`src/pkg/fmt_params.svh`:
```
// Purpose: Constants for the flash mode, level, trigger and timeout registers
// Assumes: 125 MHz system clock, 8-bit register port behind the serial decoder
// Notes:   Included by bare name; definitions only
`ifndef FMT_PARAMS_SVH
`define FMT_PARAMS_SVH

// -----------------------------------------------------------------
// Register addresses
// -----------------------------------------------------------------
`define FMT_ADDR_TORCH     8'ha0
`define FMT_ADDR_FLASH     8'hb0
`define FMT_ADDR_DUR       8'hc0

// -----------------------------------------------------------------
// Field positions
// -----------------------------------------------------------------
`define FMT_MODE_HI        2
`define FMT_MODE_LO        0
`define FMT_VOUT_BIT       2
`define FMT_EN_HI          1
`define FMT_TORCH_HI       7
`define FMT_TORCH_LO       3
`define FMT_LVL_HI         6
`define FMT_LVL_LO         3
`define FMT_TRIG_BIT       7
`define FMT_TIME_HI        4
`define FMT_TIME_LO        0
`define FMT_LIM_HI         6
`define FMT_LIM_LO         5
`define FMT_UNUSED_BIT     7

// -----------------------------------------------------------------
// Reset values and codes
// -----------------------------------------------------------------
`define FMT_MODE_RST       3'h0
`define FMT_TORCH_RST      5'h0a
`define FMT_LVL_RST        4'hd
`define FMT_TRIG_RST       1'h0
`define FMT_TIME_RST       5'h0f
`define FMT_LIM_RST        2'h2
`define FMT_EN_FLASH       2'h3
`define FMT_EN_OFF         2'h0
`define FMT_UNUSED_RD      1'h0
`define FMT_RD_NONE        8'h00

// -----------------------------------------------------------------
// Timing
// -----------------------------------------------------------------
`define FMT_STEP_MS        32
`define FMT_CLK_KHZ        125000

`endif

```
`src/pkg/fmt_pkg.sv`:
```
// Purpose: Types shared by the flash register block
// Assumes: Nothing beyond the params header
// Notes:   Used as fmt_pkg::name, never imported
package fmt_pkg;

  // -----------------------------------------------------------------
  // Flash sequencer states
  // -----------------------------------------------------------------
  typedef enum logic [1:0] {
    FMT_IDLE = 2'b01,
    FMT_ON   = 2'b10
  } fmt_state_t;

  // -----------------------------------------------------------------
  // Mode field decode
  // -----------------------------------------------------------------
  typedef enum logic [2:0] {
    FMT_M_SHUTDOWN  = 3'h0,
    FMT_M_INDICATOR = 3'h1,
    FMT_M_TORCH     = 3'h2,
    FMT_M_FLASH     = 3'h3,
    FMT_M_VOUT      = 3'h4,
    FMT_M_VOUT_IND  = 3'h5,
    FMT_M_VOUT_TRCH = 3'h6,
    FMT_M_VOUT_FLSH = 3'h7
  } fmt_mode_t;

endpackage

```
`src/hw/fmt_sync.sv`:
```
// Purpose: Three-stage pin synchroniser with agreement filter
// Assumes: Input is asynchronous to clk_i
// Notes:   First stage feeds only the second stage
`timescale 1ns/100ps
module fmt_sync (
  input  wire logic clk_i,
  input  wire logic sys_rst_i,
  input  wire logic pin_i,
  output logic      level_o
);

  logic s1_q;
  logic s2_q;
  logic s3_q;
  logic lvl_q;

  // -----------------------------------------------------------------
  // Stages
  // -----------------------------------------------------------------
  always_ff @(posedge clk_i)
  begin
    if (sys_rst_i)
    begin
      s1_q  <= 1'h0;
      s2_q  <= 1'h0;
      s3_q  <= 1'h0;
      lvl_q <= 1'h0;
    end
    else
    begin
      s1_q <= pin_i;
      s2_q <= s1_q;
      s3_q <= s2_q;
      // A change counts only once two late stages agree
      if (s2_q == s3_q)
        lvl_q <= s3_q;
    end
  end

  assign level_o = lvl_q;

endmodule // fmt_sync

```
`src/hw/fmt_flash_regs.sv`:
```
// Purpose: Flash mode, level, trigger, timeout and switch limit registers
// Assumes: Serial decoder delivers one register write per address+data pair
// Notes:   Strobe pin is asynchronous; all outputs are flops
`timescale 1ns/100ps
`include "fmt_params.svh"
module fmt_flash_regs #(
  parameter int unsigned STEP_CYCLES = `FMT_STEP_MS * `FMT_CLK_KHZ,
  parameter int unsigned PRE_W       = 22
) (
  input  wire logic       clk_i,
  input  wire logic       sys_rst_i,
  input  wire logic       wr_en_i,
  input  wire logic [7:0] wr_addr_i,
  input  wire logic [7:0] wr_data_i,
  input  wire logic       rd_en_i,
  input  wire logic [7:0] rd_addr_i,
  input  wire logic       strobe_i,
  output logic      [7:0] rd_data_o,
  output logic      [2:0] mode_o,
  output logic      [3:0] flash_level_o,
  output logic      [1:0] switch_limit_o,
  output logic            flash_on_o,
  output logic            timeout_o
);

  // -----------------------------------------------------------------
  // Elaboration checks
  // -----------------------------------------------------------------
  if (STEP_CYCLES < 2)
    $error("STEP_CYCLES must be at least 2");
  if (STEP_CYCLES > (64'h1 << PRE_W))
    $error("PRE_W too narrow for STEP_CYCLES");

  localparam logic [PRE_W-1:0] PRE_LAST = PRE_W'(STEP_CYCLES - 1);

  // -----------------------------------------------------------------
  // State
  // -----------------------------------------------------------------
  logic [2:0]             mode_q;
  logic [2:0]             mode_d;
  logic [4:0]             torch_hi_q;
  logic [3:0]             level_q;
  logic                   trig_kind_q;
  logic [4:0]             time_code_q;
  logic [1:0]             limit_q;
  logic [7:0]             rd_data_q;
  logic                   on_q;
  logic                   timeout_q;
  logic                   strobe_prev_q;
  logic [PRE_W-1:0]       pre_q;
  logic [4:0]             step_q;
  fmt_pkg::fmt_state_t    state_q;
  fmt_pkg::fmt_state_t    state_d;

  // -----------------------------------------------------------------
  // Strobe pin
  // -----------------------------------------------------------------
  logic strobe_lvl;

  fmt_sync u_strobe_sync (
    .clk_i     (clk_i),
    .sys_rst_i (sys_rst_i),
    .pin_i     (strobe_i),
    .level_o   (strobe_lvl)
  );

  // -----------------------------------------------------------------
  // Decode
  // -----------------------------------------------------------------
  wire wr_torch = wr_en_i && (wr_addr_i == `FMT_ADDR_TORCH);
  wire wr_flash = wr_en_i && (wr_addr_i == `FMT_ADDR_FLASH);
  wire wr_dur   = wr_en_i && (wr_addr_i == `FMT_ADDR_DUR);
  wire rd_torch = (rd_addr_i == `FMT_ADDR_TORCH);
  wire rd_flash = (rd_addr_i == `FMT_ADDR_FLASH);
  wire rd_dur   = (rd_addr_i == `FMT_ADDR_DUR);

  // Flash current only in modes whose enable bits read flash
  wire mode_is_flash = (mode_q[`FMT_EN_HI:0] == `FMT_EN_FLASH);
  wire strobe_rise   = strobe_lvl && !strobe_prev_q;
  wire is_idle       = (state_q == fmt_pkg::FMT_IDLE);
  wire is_on         = (state_q == fmt_pkg::FMT_ON);
  wire start         = is_idle && mode_is_flash && strobe_rise;
  wire step_tick     = is_on && (pre_q == PRE_LAST);
  // Duration is (code + 1) steps of 32 ms
  wire expire        = step_tick && (step_q == time_code_q);
  // Level mode ends early when the strobe falls
  wire early_stop    = is_on && !trig_kind_q && !strobe_lvl;
  wire host_stop     = is_on && !mode_is_flash;

  // -----------------------------------------------------------------
  // Mode field: shared by both registers, timeout clears the enable bits of a write
  // -----------------------------------------------------------------
  wire [2:0] mode_wr =
    wr_flash ? wr_data_i[`FMT_MODE_HI:`FMT_MODE_LO] :
    wr_torch ? wr_data_i[`FMT_MODE_HI:`FMT_MODE_LO] :
               mode_q;

  always_comb
  begin
    mode_d = mode_wr;
    // Expiry keeps the voltage bit and drops the enable bits
    if (expire)
      mode_d = {mode_wr[`FMT_VOUT_BIT], `FMT_EN_OFF};
  end

  // -----------------------------------------------------------------
  // Sequencer
  // -----------------------------------------------------------------
  always_comb
  begin
    state_d = state_q;
    case (state_q)
      fmt_pkg::FMT_IDLE:
        if (start)
          state_d = fmt_pkg::FMT_ON;
      fmt_pkg::FMT_ON:
        if (expire || early_stop || host_stop)
          state_d = fmt_pkg::FMT_IDLE;
      default:
        state_d = fmt_pkg::FMT_IDLE;
    endcase
  end

  always_ff @(posedge clk_i)
  begin
    if (sys_rst_i)
    begin
      state_q       <= fmt_pkg::FMT_IDLE;
      on_q          <= 1'h0;
      timeout_q     <= 1'h0;
      strobe_prev_q <= 1'h0;
    end
    else
    begin
      state_q       <= state_d;
      on_q          <= (state_d == fmt_pkg::FMT_ON);
      timeout_q     <= expire;
      strobe_prev_q <= strobe_lvl;
    end
  end

  // -----------------------------------------------------------------
  // Timeout timer: prescaler of 32 ms steps, then step count
  // -----------------------------------------------------------------
  always_ff @(posedge clk_i)
  begin
    if (sys_rst_i || start || !is_on)
    begin
      pre_q  <= '0;
      step_q <= 5'h0;
    end
    else if (step_tick)
    begin
      pre_q  <= '0;
      step_q <= step_q + 5'h1;
    end
    else
      pre_q <= pre_q + PRE_W'(1);
  end

  // -----------------------------------------------------------------
  // Registers
  // -----------------------------------------------------------------
  always_ff @(posedge clk_i)
  begin
    if (sys_rst_i)
    begin
      mode_q      <= `FMT_MODE_RST;
      torch_hi_q  <= `FMT_TORCH_RST;
      level_q     <= `FMT_LVL_RST;
      trig_kind_q <= `FMT_TRIG_RST;
      time_code_q <= `FMT_TIME_RST;
      limit_q     <= `FMT_LIM_RST;
    end
    else
    begin
      mode_q <= mode_d;
      if (wr_torch)
        torch_hi_q <= wr_data_i[`FMT_TORCH_HI:`FMT_TORCH_LO];
      if (wr_flash)
      begin
        level_q     <= wr_data_i[`FMT_LVL_HI:`FMT_LVL_LO];
        trig_kind_q <= wr_data_i[`FMT_TRIG_BIT];
      end
      // Top bit of the write is dropped
      if (wr_dur)
      begin
        time_code_q <= wr_data_i[`FMT_TIME_HI:`FMT_TIME_LO];
        limit_q     <= wr_data_i[`FMT_LIM_HI:`FMT_LIM_LO];
      end
    end
  end

  // -----------------------------------------------------------------
  // Read path: one cycle after rd_en_i
  // -----------------------------------------------------------------
  wire [7:0] rd_mux =
    rd_torch ? {torch_hi_q, mode_q} :
    rd_flash ? {trig_kind_q, level_q, mode_q} :
    rd_dur   ? {`FMT_UNUSED_RD, limit_q, time_code_q} :
               `FMT_RD_NONE;

  always_ff @(posedge clk_i)
  begin
    if (sys_rst_i)
      rd_data_q <= `FMT_RD_NONE;
    else if (rd_en_i)
      rd_data_q <= rd_mux;
  end

  assign rd_data_o      = rd_data_q;
  assign mode_o         = mode_q;
  assign flash_level_o  = level_q;
  assign switch_limit_o = limit_q;
  assign flash_on_o     = on_q;
  assign timeout_o      = timeout_q;

  // -----------------------------------------------------------------
  // Checks
  // -----------------------------------------------------------------
  mode_decode_a: assert property (
    @(posedge clk_i) disable iff (sys_rst_i)
    on_q |-> $past(mode_is_flash)
  ) else $error("flash on outside flash mode");

  mirror_flash_a: assert property (
    @(posedge clk_i) disable iff (sys_rst_i)
    (wr_flash && !expire) |=> (mode_o == $past(wr_data_i[2:0]))
  ) else $error("flash mode write not mirrored");

  mirror_read_a: assert property (
    @(posedge clk_i) disable iff (sys_rst_i)
    (rd_en_i && rd_torch) |=> (rd_data_o[2:0] == $past(mode_q))
  ) else $error("torch read does not show shared mode");

  mirror_torch_a: assert property (
    @(posedge clk_i) disable iff (sys_rst_i)
    (wr_torch && !expire) |=> (mode_o == $past(wr_data_i[2:0]))
  ) else $error("torch mode write not mirrored");

  timeout_clear_a: assert property (
    @(posedge clk_i) disable iff (sys_rst_i)
    expire |=> timeout_o && (mode_o[1:0] == 2'h0) && !flash_on_o
      && (mode_o[2] == $past(mode_wr[2]))
  ) else $error("timeout did not clear enable bits");

  level_reset_a: assert property (
    @(posedge clk_i)
    sys_rst_i |=> (flash_level_o == 4'hd) && (mode_o == 3'h0)
  ) else $error("flash level reset wrong");

  level_stop_a: assert property (
    @(posedge clk_i) disable iff (sys_rst_i)
    (is_on && !trig_kind_q && !strobe_lvl) |=> !flash_on_o ##1 !flash_on_o
  ) else $error("level mode did not stop on strobe low");

  edge_hold_a: assert property (
    @(posedge clk_i) disable iff (sys_rst_i)
    (is_on && trig_kind_q && !expire && mode_is_flash) |=> flash_on_o
  ) else $error("edge mode flash ended early");

  timer_restart_a: assert property (
    @(posedge clk_i) disable iff (sys_rst_i)
    start |=> (pre_q == '0) && (step_q == 5'h0) && flash_on_o
  ) else $error("timer did not restart");

  step_limit_a: assert property (
    @(posedge clk_i) disable iff (sys_rst_i)
    is_on |-> (step_q <= time_code_q) || $past(wr_dur)
  ) else $error("step count passed duration code");

  time_reset_a: assert property (
    @(posedge clk_i)
    sys_rst_i |=> (time_code_q == 5'h0f) && (switch_limit_o == 2'h2)
  ) else $error("duration reset wrong");

  limit_write_a: assert property (
    @(posedge clk_i) disable iff (sys_rst_i)
    wr_dur |=> (switch_limit_o == $past(wr_data_i[6:5]))
  ) else $error("switch limit not written");

  unused_bit_a: assert property (
    @(posedge clk_i) disable iff (sys_rst_i)
    (rd_en_i && rd_dur) |=> (rd_data_o[7] == 1'h0)
  ) else $error("unused duration bit reads one");

endmodule // fmt_flash_regs

```
`config.mk`:
```
export PLATFORM = sky130hd
export DESIGN_NAME = fmt_flash_regs
export DESIGN_NICKNAME = d
export VERILOG_FILES = /design/src/pkg/fmt_pkg.sv /design/src/hw/fmt_sync.sv /design/src/hw/fmt_flash_regs.sv
export VERILOG_INCLUDE_DIRS = /design/src /design/src/pkg
export SDC_FILE = /design/constraint.sdc
export NUM_CORES = 1
export LEC_CHECK = 0
export ABC_AREA = 1
export BUFFER_PORTS_ARGS = -buffer_cell sky130_fd_sc_hd__buf_2
export CAP_MARGIN = 20
export CORE_ASPECT_RATIO = 0.9
export CORE_MARGIN = 5
export CORE_UTILIZATION = 56
export DETAILED_ROUTE_END_ITERATION = 16
export GPL_ROUTABILITY_DRIVEN = 0
export PLACE_DENSITY_LB_ADDON = 0.05
export SLEW_MARGIN = 20
export SYNTH_ARGS = -nofsm -noshare
export SYNTH_HDL_FRONTEND = slang
export SYNTH_SLANG_ARGS = --single-unit
```
`constraint.sdc`:
```
create_clock -name clk_i -period 1.7 [get_ports clk_i]
set_input_delay 0.425 -clock clk_i [delete_from_list [all_inputs] [get_ports clk_i]]
set_output_delay 0.425 -clock clk_i [all_outputs]
set_load 0.01 [all_outputs]
```
* Yosys cells after proc, flatten, opt, wreduce, memory -nomap -nowiden
Cells that the tools add are included.
W data, S select, Z words.
** Word-level totals
- Latch bits :: 0
- RAM bits :: 0
- Logic and storage cells :: 64
- Memories :: 0
- Bits of input ports :: 29
- Register bits :: 64
- ROM bits :: 0
** Operators by class
- $lt $le $gt $ge :: 0
- Mux-type cells :: 8
- Shift operators :: 0
- Reductions and logical operators :: 23
- Divide/modulo/power cells :: 0
- Multiply operators :: 0
- Bitwise gates (word level) :: 0
- Add/subtract/negate cells :: 2
- Eq/ne operators :: 13
** Operators with widths (count)
- $eq A8 B8 Y1 const B :: 6
- $add A22 B1 Y22 const B :: 1
- $eq A22 B22 Y1 const B :: 1
- $mux W8 :: 2
- $logic_and A1 B1 Y1 :: 11
- $mux W7 :: 1
- $eq A2 B2 Y1 const B :: 3
- $mux W3 :: 2
- $add A5 B1 Y5 const B :: 1
- $eq A5 B5 Y1 :: 1
- $logic_not A1 Y1 :: 5
- $logic_or A1 B1 Y1 :: 4
- $mux W2 :: 2
- $pmux W2 S2 :: 1
- $reduce_or A2 Y1 :: 2
- $eq A2 B1 Y1 const B :: 1
- $reduce_bool A2 Y1 :: 1
- $eq A1 B1 Y1 :: 1

* Logic depth before layout (Yosys ltp)
Gate-level depths: netlist of run 1.
- Word-level depth :: 8
- Depth in mapped cells :: 11
- Gate-level depth less buffers :: 11

* By module
A second synthesis of run 1 with hierarchy kept.
** Unflattened totals
- Cells, all modules :: 418
- Area total of the unflattened synthesis :: 3017.9 sq um
** Modules (own cells, without submodules)
- fmt_flash_regs :: area an instance 2896.5 sq um, times used 1, seq. area each 1201.2 sq um, cells each 405
- fmt_sync :: area an instance 121.4 sq um, times used 1, seq. area each 80.1 sq um, cells each 13

* Worst setup path before layout of run 1
Ideal clock, no wire load.
- Path kind :: register -> register
- Start point :: register state_q[0]
- End point :: register state_q[1]
- Setup time :: 0.128 ns
- Cell stages (with the launch flop) :: 12
- Setup slack :: 0.208 ns
- Path buffers :: 0
- Arrival :: 1.364 ns
- Cells stage by stage :: dfxtp_1 -> inv_1 -> ha_1 -> nand3_1 -> nor2_4 -> nand2_2 -> nor2_4 -> nand2_2 -> nand3_1 -> nand2_1 -> nand2_1 -> nor2_1
** On the way
- Word-level cells in the longest chain between the ends :: 7
- Elaborated cells on any way between the ends :: 14
- Classes of those cells :: eq/ne (2); mux (3); reduce/logical (9)
** Ends and longest elaborated chain
- start: declaration :: line fmt_flash_regs.sv:52 : fmt_pkg::fmt_state_t state_q;
- start signal: assignment :: line fmt_flash_regs.sv:128 : state_q <= fmt_pkg::FMT_IDLE;
- start signal: assignment :: line fmt_flash_regs.sv:135 : state_q <= state_d;
- $eq A2 B2 Y1 :: line fmt_flash_regs.sv:81, fmt_flash_regs.sv:112
- $logic_and A1 B1 Y1 (on tied branches) :: line fmt_flash_regs.sv:83, fmt_flash_regs.sv:87
- $logic_and A1 B1 Y1 (on tied branches) :: line fmt_flash_regs.sv:85, fmt_flash_regs.sv:87
- $logic_or A1 B1 Y1 (2 in a row) :: line fmt_flash_regs.sv:117 : if (expire || early_stop || host_stop)
- $mux W2 :: line fmt_flash_regs.sv:117
- $pmux W2 S2 * :: line fmt_flash_regs.sv:112 : case (state_q)
Every way passes the cells marked *; elsewhere a longest branch is shown, timed or not.
A chain may end at the register's enable or synchronous reset.

* Worst setup path in the final report of run 1
- Start point :: register pre_q[0]
- End point :: register step_q[4]
** On the way
- Word-level cells in the longest chain between the ends :: 2
** Ends and longest elaborated chain
- start: declaration :: line fmt_flash_regs.sv:50 : logic [PRE_W-1:0] pre_q;
- start signal: assignment :: line fmt_flash_regs.sv:158 : pre_q <= pre_q + PRE_W'(1);
- $eq A22 B22 Y1 :: line fmt_flash_regs.sv:83 : wire step_tick = is_on && (pre_q == PRE_LAST);
- $logic_and A1 B1 Y1 :: line fmt_flash_regs.sv:83
- end signal: assignment :: line fmt_flash_regs.sv:155 : step_q <= step_q + 5'h1;
- end: declaration :: line fmt_flash_regs.sv:51 : logic [4:0] step_q;
Every way passes these cells.

==> key figures, run 1 <==
Hold path
  • Hold_sp: strobe_i
  • Worst min path class: in -> reg
  • Hold endpoint: u_strobe_sync.s1_q$_SDFF_PP0_
  • Worst Hold Depth: 3

STA
  • Hold Fails Final Rpt: 0
  • Min Tclk post-route: between 1500 and 2000 ps
  • Worst slew pin tran: roughly 370 ps
  • Setup violators final: 0
  • Fmax achieved: roughly 0.66 GHz
  • Setup WS post-layout: approximately 180 ps
  • Crit share post-route: 0.896
  • Setup TNS: 0 ps
  • WHS: 291 ps
  • Fin Clk Skew: slightly above 9 ps
  • RSZ-0062 raised after global routing: false
  • Max_slew headroom: 0.754
  • Final Max Tran Viols: 0

Clock network
  • TritonCTS buffer count: 9
  • Clock Tree Buf Depth: 2
  • Clock H-tree levels: 3
  • Worst-skew pair later-pin latency: around 340 ps
  • Setup repair bufs after CTS: 0
  • Clock sink count: 64
  • CTS tree: built
  • Root Driver: clkbuf_8
  • Worst-path clk slew: 70 ps

Yosys
  • Post-Syn Instances: 432
  • Mapped Area: around 0.0031 mm²
  • Syn Area/Cell: approximately 7.2 µm²
  • Post-synth top area share: 0.414
  • Post-synth cell types: 37
  • Area leader, netlist: dfxtp_1
  • Syn Nets: between 400 and 500
  • Seq cells post-synth: between 60 and 70
  • Synth top area cells: dfxtp_1, nand2_1, inv_1, nor2_1, a21oi_1
  • Synth warnings: 0
  • Sequential-to-total area share from yosys stat: 0.414

Outcome
  • Outcome: finished, final reports clean

Route
  • Vias/cell: about 5.2
  • Drt pass-1 iters: 6
  • DR vias: just under 3k
  • DRT antenna net count: 0
  • WL/cell: ~13 µm
  • Residual DRC count: 0
  • Drt initial violations: 179
  • Final WL: 7280 µm

Global route
  • First-pass GRT wire length: ~12000 µm
  • Gr usage total: 0.219
  • Largest net degree at the start of global routing: 15
  • Vias in the first global route: between 2k and 3k
  • Antenna violations before repair: 0
  • Grt total ovfl: 0

Pwr
  • Peak VDD IR: between 0.0009 and 0.001 V
  • Leakage: 0.00162 µW
  • Internal: 2430 µW
  • Switching Share: 0.209
  • Clk pwr share: 0.466
  • Cell Pwr Density: just over 800 mW/mm²
  • Net Switching: 641 µW
  • Logic pwr share: 0.040
  • Part of the power in registers: 0.494

Cells and area
  • Fin nets: between 500 and 600
  • Layout cell share with drive strength beyond 1: 0.217
  • Layout filler cell count: 497
  • Ant. Diodes: 0
  • Area growth syn-to-layout: 20.4%
  • Non-filler cells, final: roughly 570
  • Commonest non-fill, non-tap cell in the layout: nand2_1
  • Most frequent cells in the layout: nand2_1, dfxtp_1, inv_1, nor2_1, buf_2

Placed design
  • # port buffers: 47
  • Placed Cells incl. Taps: around 550
  • Hpwl dp: ~5500 µm
  • Placement Setup Slack: roughly 86 ps

Setup path
  • Crit Path Category: reg -> reg
  • Critical path capture point type: flip-flop
  • Crit path arrival time: 1760 ps
  • Worst path max stage delay: between 300 and 400 ps
  • Critical-path cell list: ha_1 > nand3_1 > inv_2 > nand2_4 > buf_4 > nor2_2 > nand3_1 > nand2_1 > a21oi_1
  • Worst reg2reg setup slack: 180 ps
  • Crit path from: pre_q[0]$_SDFF_PP0_
  • FF-to-FF End: step_q[4]$_SDFFE_PP0P_
  • Register-to-Register Path Depth: 9
  • R2R Path Start: pre_q[0]$_SDFF_PP0_
  • WP data required: approximately 1900 ps
  • Critical Path Most Common Cell: nand3_1
  • CP max-delay cell: dfxtp_1
  • Startpoint types: flip-flop
  • Critical path peak fanout: 4

Die
  • Die ar.: 0.00711 mm²
  • IO Pins: 48
  • Die X: approximately 88 µm
  • Placement Rows: 25
  • Placeable Area: roughly 0.0053 mm²
  • Die height: slightly above 80 µm
  • Initial core utilization: 0.582

Job
  • Max cap viols: 0
## cells in the mapped netlist
master,instances
nand2_1,92
dfxtp_1,64
inv_1,60
nor2_1,50
a21oi_1,36
nand3_1,25
o21ai_0,19
nor3_1,10
o21ai_1,7
nand4_1,6
nor2_4,6
inv_2,5
nand2_2,5
o211ai_1,5
ha_1,4
nor2_2,4
clkbuf_1,3
nor3_2,3
xnor2_1,3
xor2_1,3
a211oi_1,2
clkinv_1,2
nand2_4,2
nor4_1,2
or2_2,2
a22oi_1,1
a31oi_1,1
buf_2,1
buf_6,1
nand3_4,1
nand3b_1,1
nand4_4,1
nor2_8,1
nor3_4,1
nor3b_1,1
o21a_1,1
o21ai_2,1
## power by group through the flow
stage	clock network, µW	registers, µW	logic (µW)
after floorplan	0	1550	55.2
after global placement	0	1550	119
after detailed placement	0	1550	119
after CTS	1450	1520	121
after global routing	1540	1520	140
final	1430	1520	124
## cells by family after synthesis
group                      share of synthesized area
and+or+nand+nor                                0.335
AOI/OAI and AO/OA                              0.127
buffers and inverters                         0.0902
DFF                                            0.414
xor gates and xnor gates                      0.0170
adders and majority gates                     0.0162
## final cells by class
class	instances	area, µm²	area share
timing repair buffer	59	338	0.0907
multi-input combinational	296	1560	0.418
tap	67	83.8	0.0225
inverter	67	251	0.0675
sequential	64	1280	0.344
clock inverter	3	65.1	0.0175
clock buffer	13	149	0.0400
## worst max-delay path: cells and delay by family, from the launching register on
| family | cells | cell delay (ps) |
|---|---|---|
| AO/OA/AOI/OAI | 1 | 60 |
| adder cells (fa/ha/maj) | 1 | 190 |
| buffers and inverters | 2 | 290 |
| flip-flops | 1 | 350 |
| AND/OR/NAND/NOR | 5 | 540 |
## through the flow
step	cell area [µm²]	utilization	power, µW
detailed placement	3490	0.656	1670
floorplan	3090	-	1610
global placement	3490	0.656	1670
finish	3720	0.700	3070
global route	3720	0.700	3190
CTS	3700	0.696	3090
## worst max-delay path by stage
stage	end	slack (ps)	depth (start not counted)
after floorplan	state_q[1]$_SDFF_PP0_	210	11
after global placement	flash_level_o[1]$_SDFFE_PP0P_	140	7
after detailed placement	flash_on_o$_SDFF_PP0_	90	11
after CTS	step_q[3]$_SDFFE_PP0P_	60	9
after global routing	flash_on_o$_SDFF_PP0_	20	10
final	step_q[4]$_SDFFE_PP0P_	180	9
## per-layer routing
metal,part of all wire,wire [µm],up-vias,GRT usage
li1,-,-,1525,-
met5,0,0,-,0
met3,0.043,311,11,0.0533
met1,0.49,3590,1333,0.294
met2,0.45,3270,69,0.342
met4,0.015,112,0,0.0725
## sequential cells by signal (all words and copies together) (netlist names), 2 cells and up
register	cells
time_code_q	5
mode_o	3
rd_data_o	8
pre_q	22
state_q	2
switch_limit_o	2
flash_level_o	4
step_q	5
torch_hi_q	5
## repair_timing
item / in CTS / in global routing
resized for setup: 0 / 7
hold buffers: 0 / 0
setup endpoints to repair: 0 / 10
Note: power is estimated with default switching activity, not from simulation.
==> run 2, diff against run 1 <==
Settings changed: GPL_TIMING_DRIVEN from default to 0, PLACE_DENSITY from default to 0.88, PLACE_DENSITY_LB_ADDON 0.05 to default.
==> run 2 against run 1 <==
Compared with the run above:
- power up 5.1%
- register-to-register slack worse by 110 ps
- worst setup slack worse by 110 ps
- hold slack worse by 10 ps
- cell count down 1.1%
- count of clock-buffer cells in the layout down 4
- core utilization down 0.59 points
- largest cell class unchanged
- combinational power about the same
- sequential cell count unchanged
- largest power group is now the clock network
- maximum frequency down 6.4%
- global-route usage up 1.2 points
==> key figures, run 2 (same netlist as run 1, synthesis figures left out) <==
Setup path
  • R2R Path Start: state_q[1]$_SDFF_PP0_
  • CP top delay family: simple AND/OR/NAND/NOR gates
  • Critical path peak fanout: 10
  • CP max-delay cell: dfxtp_2
  • Startpoint types: flip-flop
  • Worst path max stage delay: ~370 ps
  • WP data required: 1960 ps
  • Worst reg2reg setup slack: 70 ps
  • Crit Path Category: reg -> reg
  • Crit path from: state_q[1]$_SDFF_PP0_
  • Critical-path cell list: inv_1 > ha_1 > nand2_1 > nor3_2 > nor3_4 > nand2_4 > buf_6 > a21oi_1
  • Critical path capture point type: flip-flop
  • Crit path arrival time: 1890 ps
  • Buf/Inv on CP: 2

Placed design
  • Hpwl dp: ~5300 µm
  • # port buffers: 46
  • Placed Cells incl. Taps: ~550

Pwr
  • Total Power Consumption: 3230 µW
  • Peak VDD IR: between 0.0008 and 0.0009 V
  • Cell Pwr Density: approximately 870 mW/mm²
  • Leakage: roughly 0.0016 µW

Die
  • IO Pins: 48
  • Placement Rows: 25
  • Initial core utilization: 0.582
  • Die ar.: ~0.007 mm²
  • Placeable Area: 0.00532 mm²
  • Die X: 88.3 µm
  • Die height: about 81 µm

Cells and area
  • Commonest non-fill, non-tap cell in the layout: nand2_1
  • Largest Register: pre_q
  • Fin nets: approximately 520
  • Most frequent cells in the layout: nand2_1, dfxtp_1, inv_1, nor2_1, buf_2
  • Non-filler cells, final: between 500 and 600
  • Area growth syn-to-layout: 19.4%
  • Layout cell share with drive strength beyond 1: 0.208
  • Ant. Diodes: 0
  • Layout filler cell count: 427
  • Number of flip-flops under the largest register name: 22

Clock network
  • Worst-skew pair later-pin latency: approximately 350 ps
  • Clock Tree Buf Depth: 2
  • Clock sink count: 64
  • TritonCTS buffer count: 9
  • Worst-path clk slew: around 70 ps
  • # hold bufs at CTS: 0
  • Root Driver: clkbuf_8
  • CTS tree: built
  • Clock H-tree levels: 3

Route
  • DR vias: 3057
  • Drt pass-1 iters: 7
  • WL/cell: ~14 µm
  • Final WL: 7680 µm
  • Residual DRC count: 0
  • DRT antenna net count: 0
  • Drt initial violations: 230
  • Vias/cell: about 5.4

STA
  • RSZ-0062 raised after global routing: true
  • Min Tclk post-route: between 1500 and 2000 ps
  • Setup violators final: 0
  • Crit share post-route: 0.958
  • Hold Fails Final Rpt: 0
  • Fmax achieved: 0.614 GHz
  • Fin Clk Skew: 10.3 ps
  • Max_slew headroom: 0.646
  • Worst slew pin tran: between 500 and 600 ps
  • Final Max Tran Viols: 0

Global route
  • Vias in the first global route: a little under 3k
  • Grt total ovfl: 0
  • Antenna violations before repair: 0
  • Largest net degree at the start of global routing: 13
  • First-pass GRT wire length: 12700 µm
  • Gr usage total: 0.231

Outcome
  • Outcome: finished, final reports clean

Job
  • Max cap viols: 0

Hold path
  • Worst min path class: in -> reg
  • Hold_sp: strobe_i
run 2: worst paths after layout:
check,to,cells past startpoint
setup reg to reg,pre_q[20]$_SDFF_PP0_,8
hold / removal,u_strobe_sync.s1_q$_SDFF_PP0_,3
setup / recovery,pre_q[20]$_SDFF_PP0_,8
hold reg to reg,u_strobe_sync.s2_q$_SDFF_PP0_,2
run 2: per-layer routing:
metal,track usage,vias up,wire [µm]
li1,-,1515,-
met1,0.273,1374,3130
met2,0.377,146,3720
met3,0.0810,22,633
met4,0.0997,0,193
met5,0,-,0
run 2: metrics by stage:
| step | utilization | setup TNS, ps | area (µm²) | worst slack, ps | hold WS, ps |
|---|---|---|---|---|---|
| after CTS | 0.687 | 0 | 3650 | 17.4 | 271 |
| after detailed placement | 0.641 | -508 | 3410 | -180 | 396 |
| after global routing | 0.695 | -290 | 3690 | -41.8 | 298 |
| final | 0.695 | 0 | 3690 | 71.0 | 281 |
| after global placement | 0.641 | -506 | 3410 | -192 | 394 |
| after floorplan | - | 0 | 3090 | 208 | 388 |
run 2: layout make-up:
cell class                      instances  area (µm²)  share of cell area
Tap cell                               67        83.8              0.0227
Inverter                               67         254              0.0688
Timing Repair Buffer                   48         245              0.0664
Clock buffer                            9         124              0.0335
Multi-Input combinational cell        296        1560               0.421
Buffer                                  5        27.5             0.00745
Clock inverter                          7         120              0.0325
Sequential cell                        64        1280               0.347
run 2: timing repair:
item / in CTS / in global routing
setup buffers: 0 / 2
endpoints found under the setup margin: 5 / 22
gates resized for setup: 1 / 6
pin swaps: 0 / 3
cloned: 0 / 0
run 2: power breakdown:
part           switching, µW  total, µW  internal [µW]
sequential              5.66       1510           1510
clock                    611       1590            975
combinational           75.2        124           48.7
run 2: tightest hold or removal path: cells and delay by family:
family	cells	cell delay, ps
buf+inv	2	100
simple gates	1	60
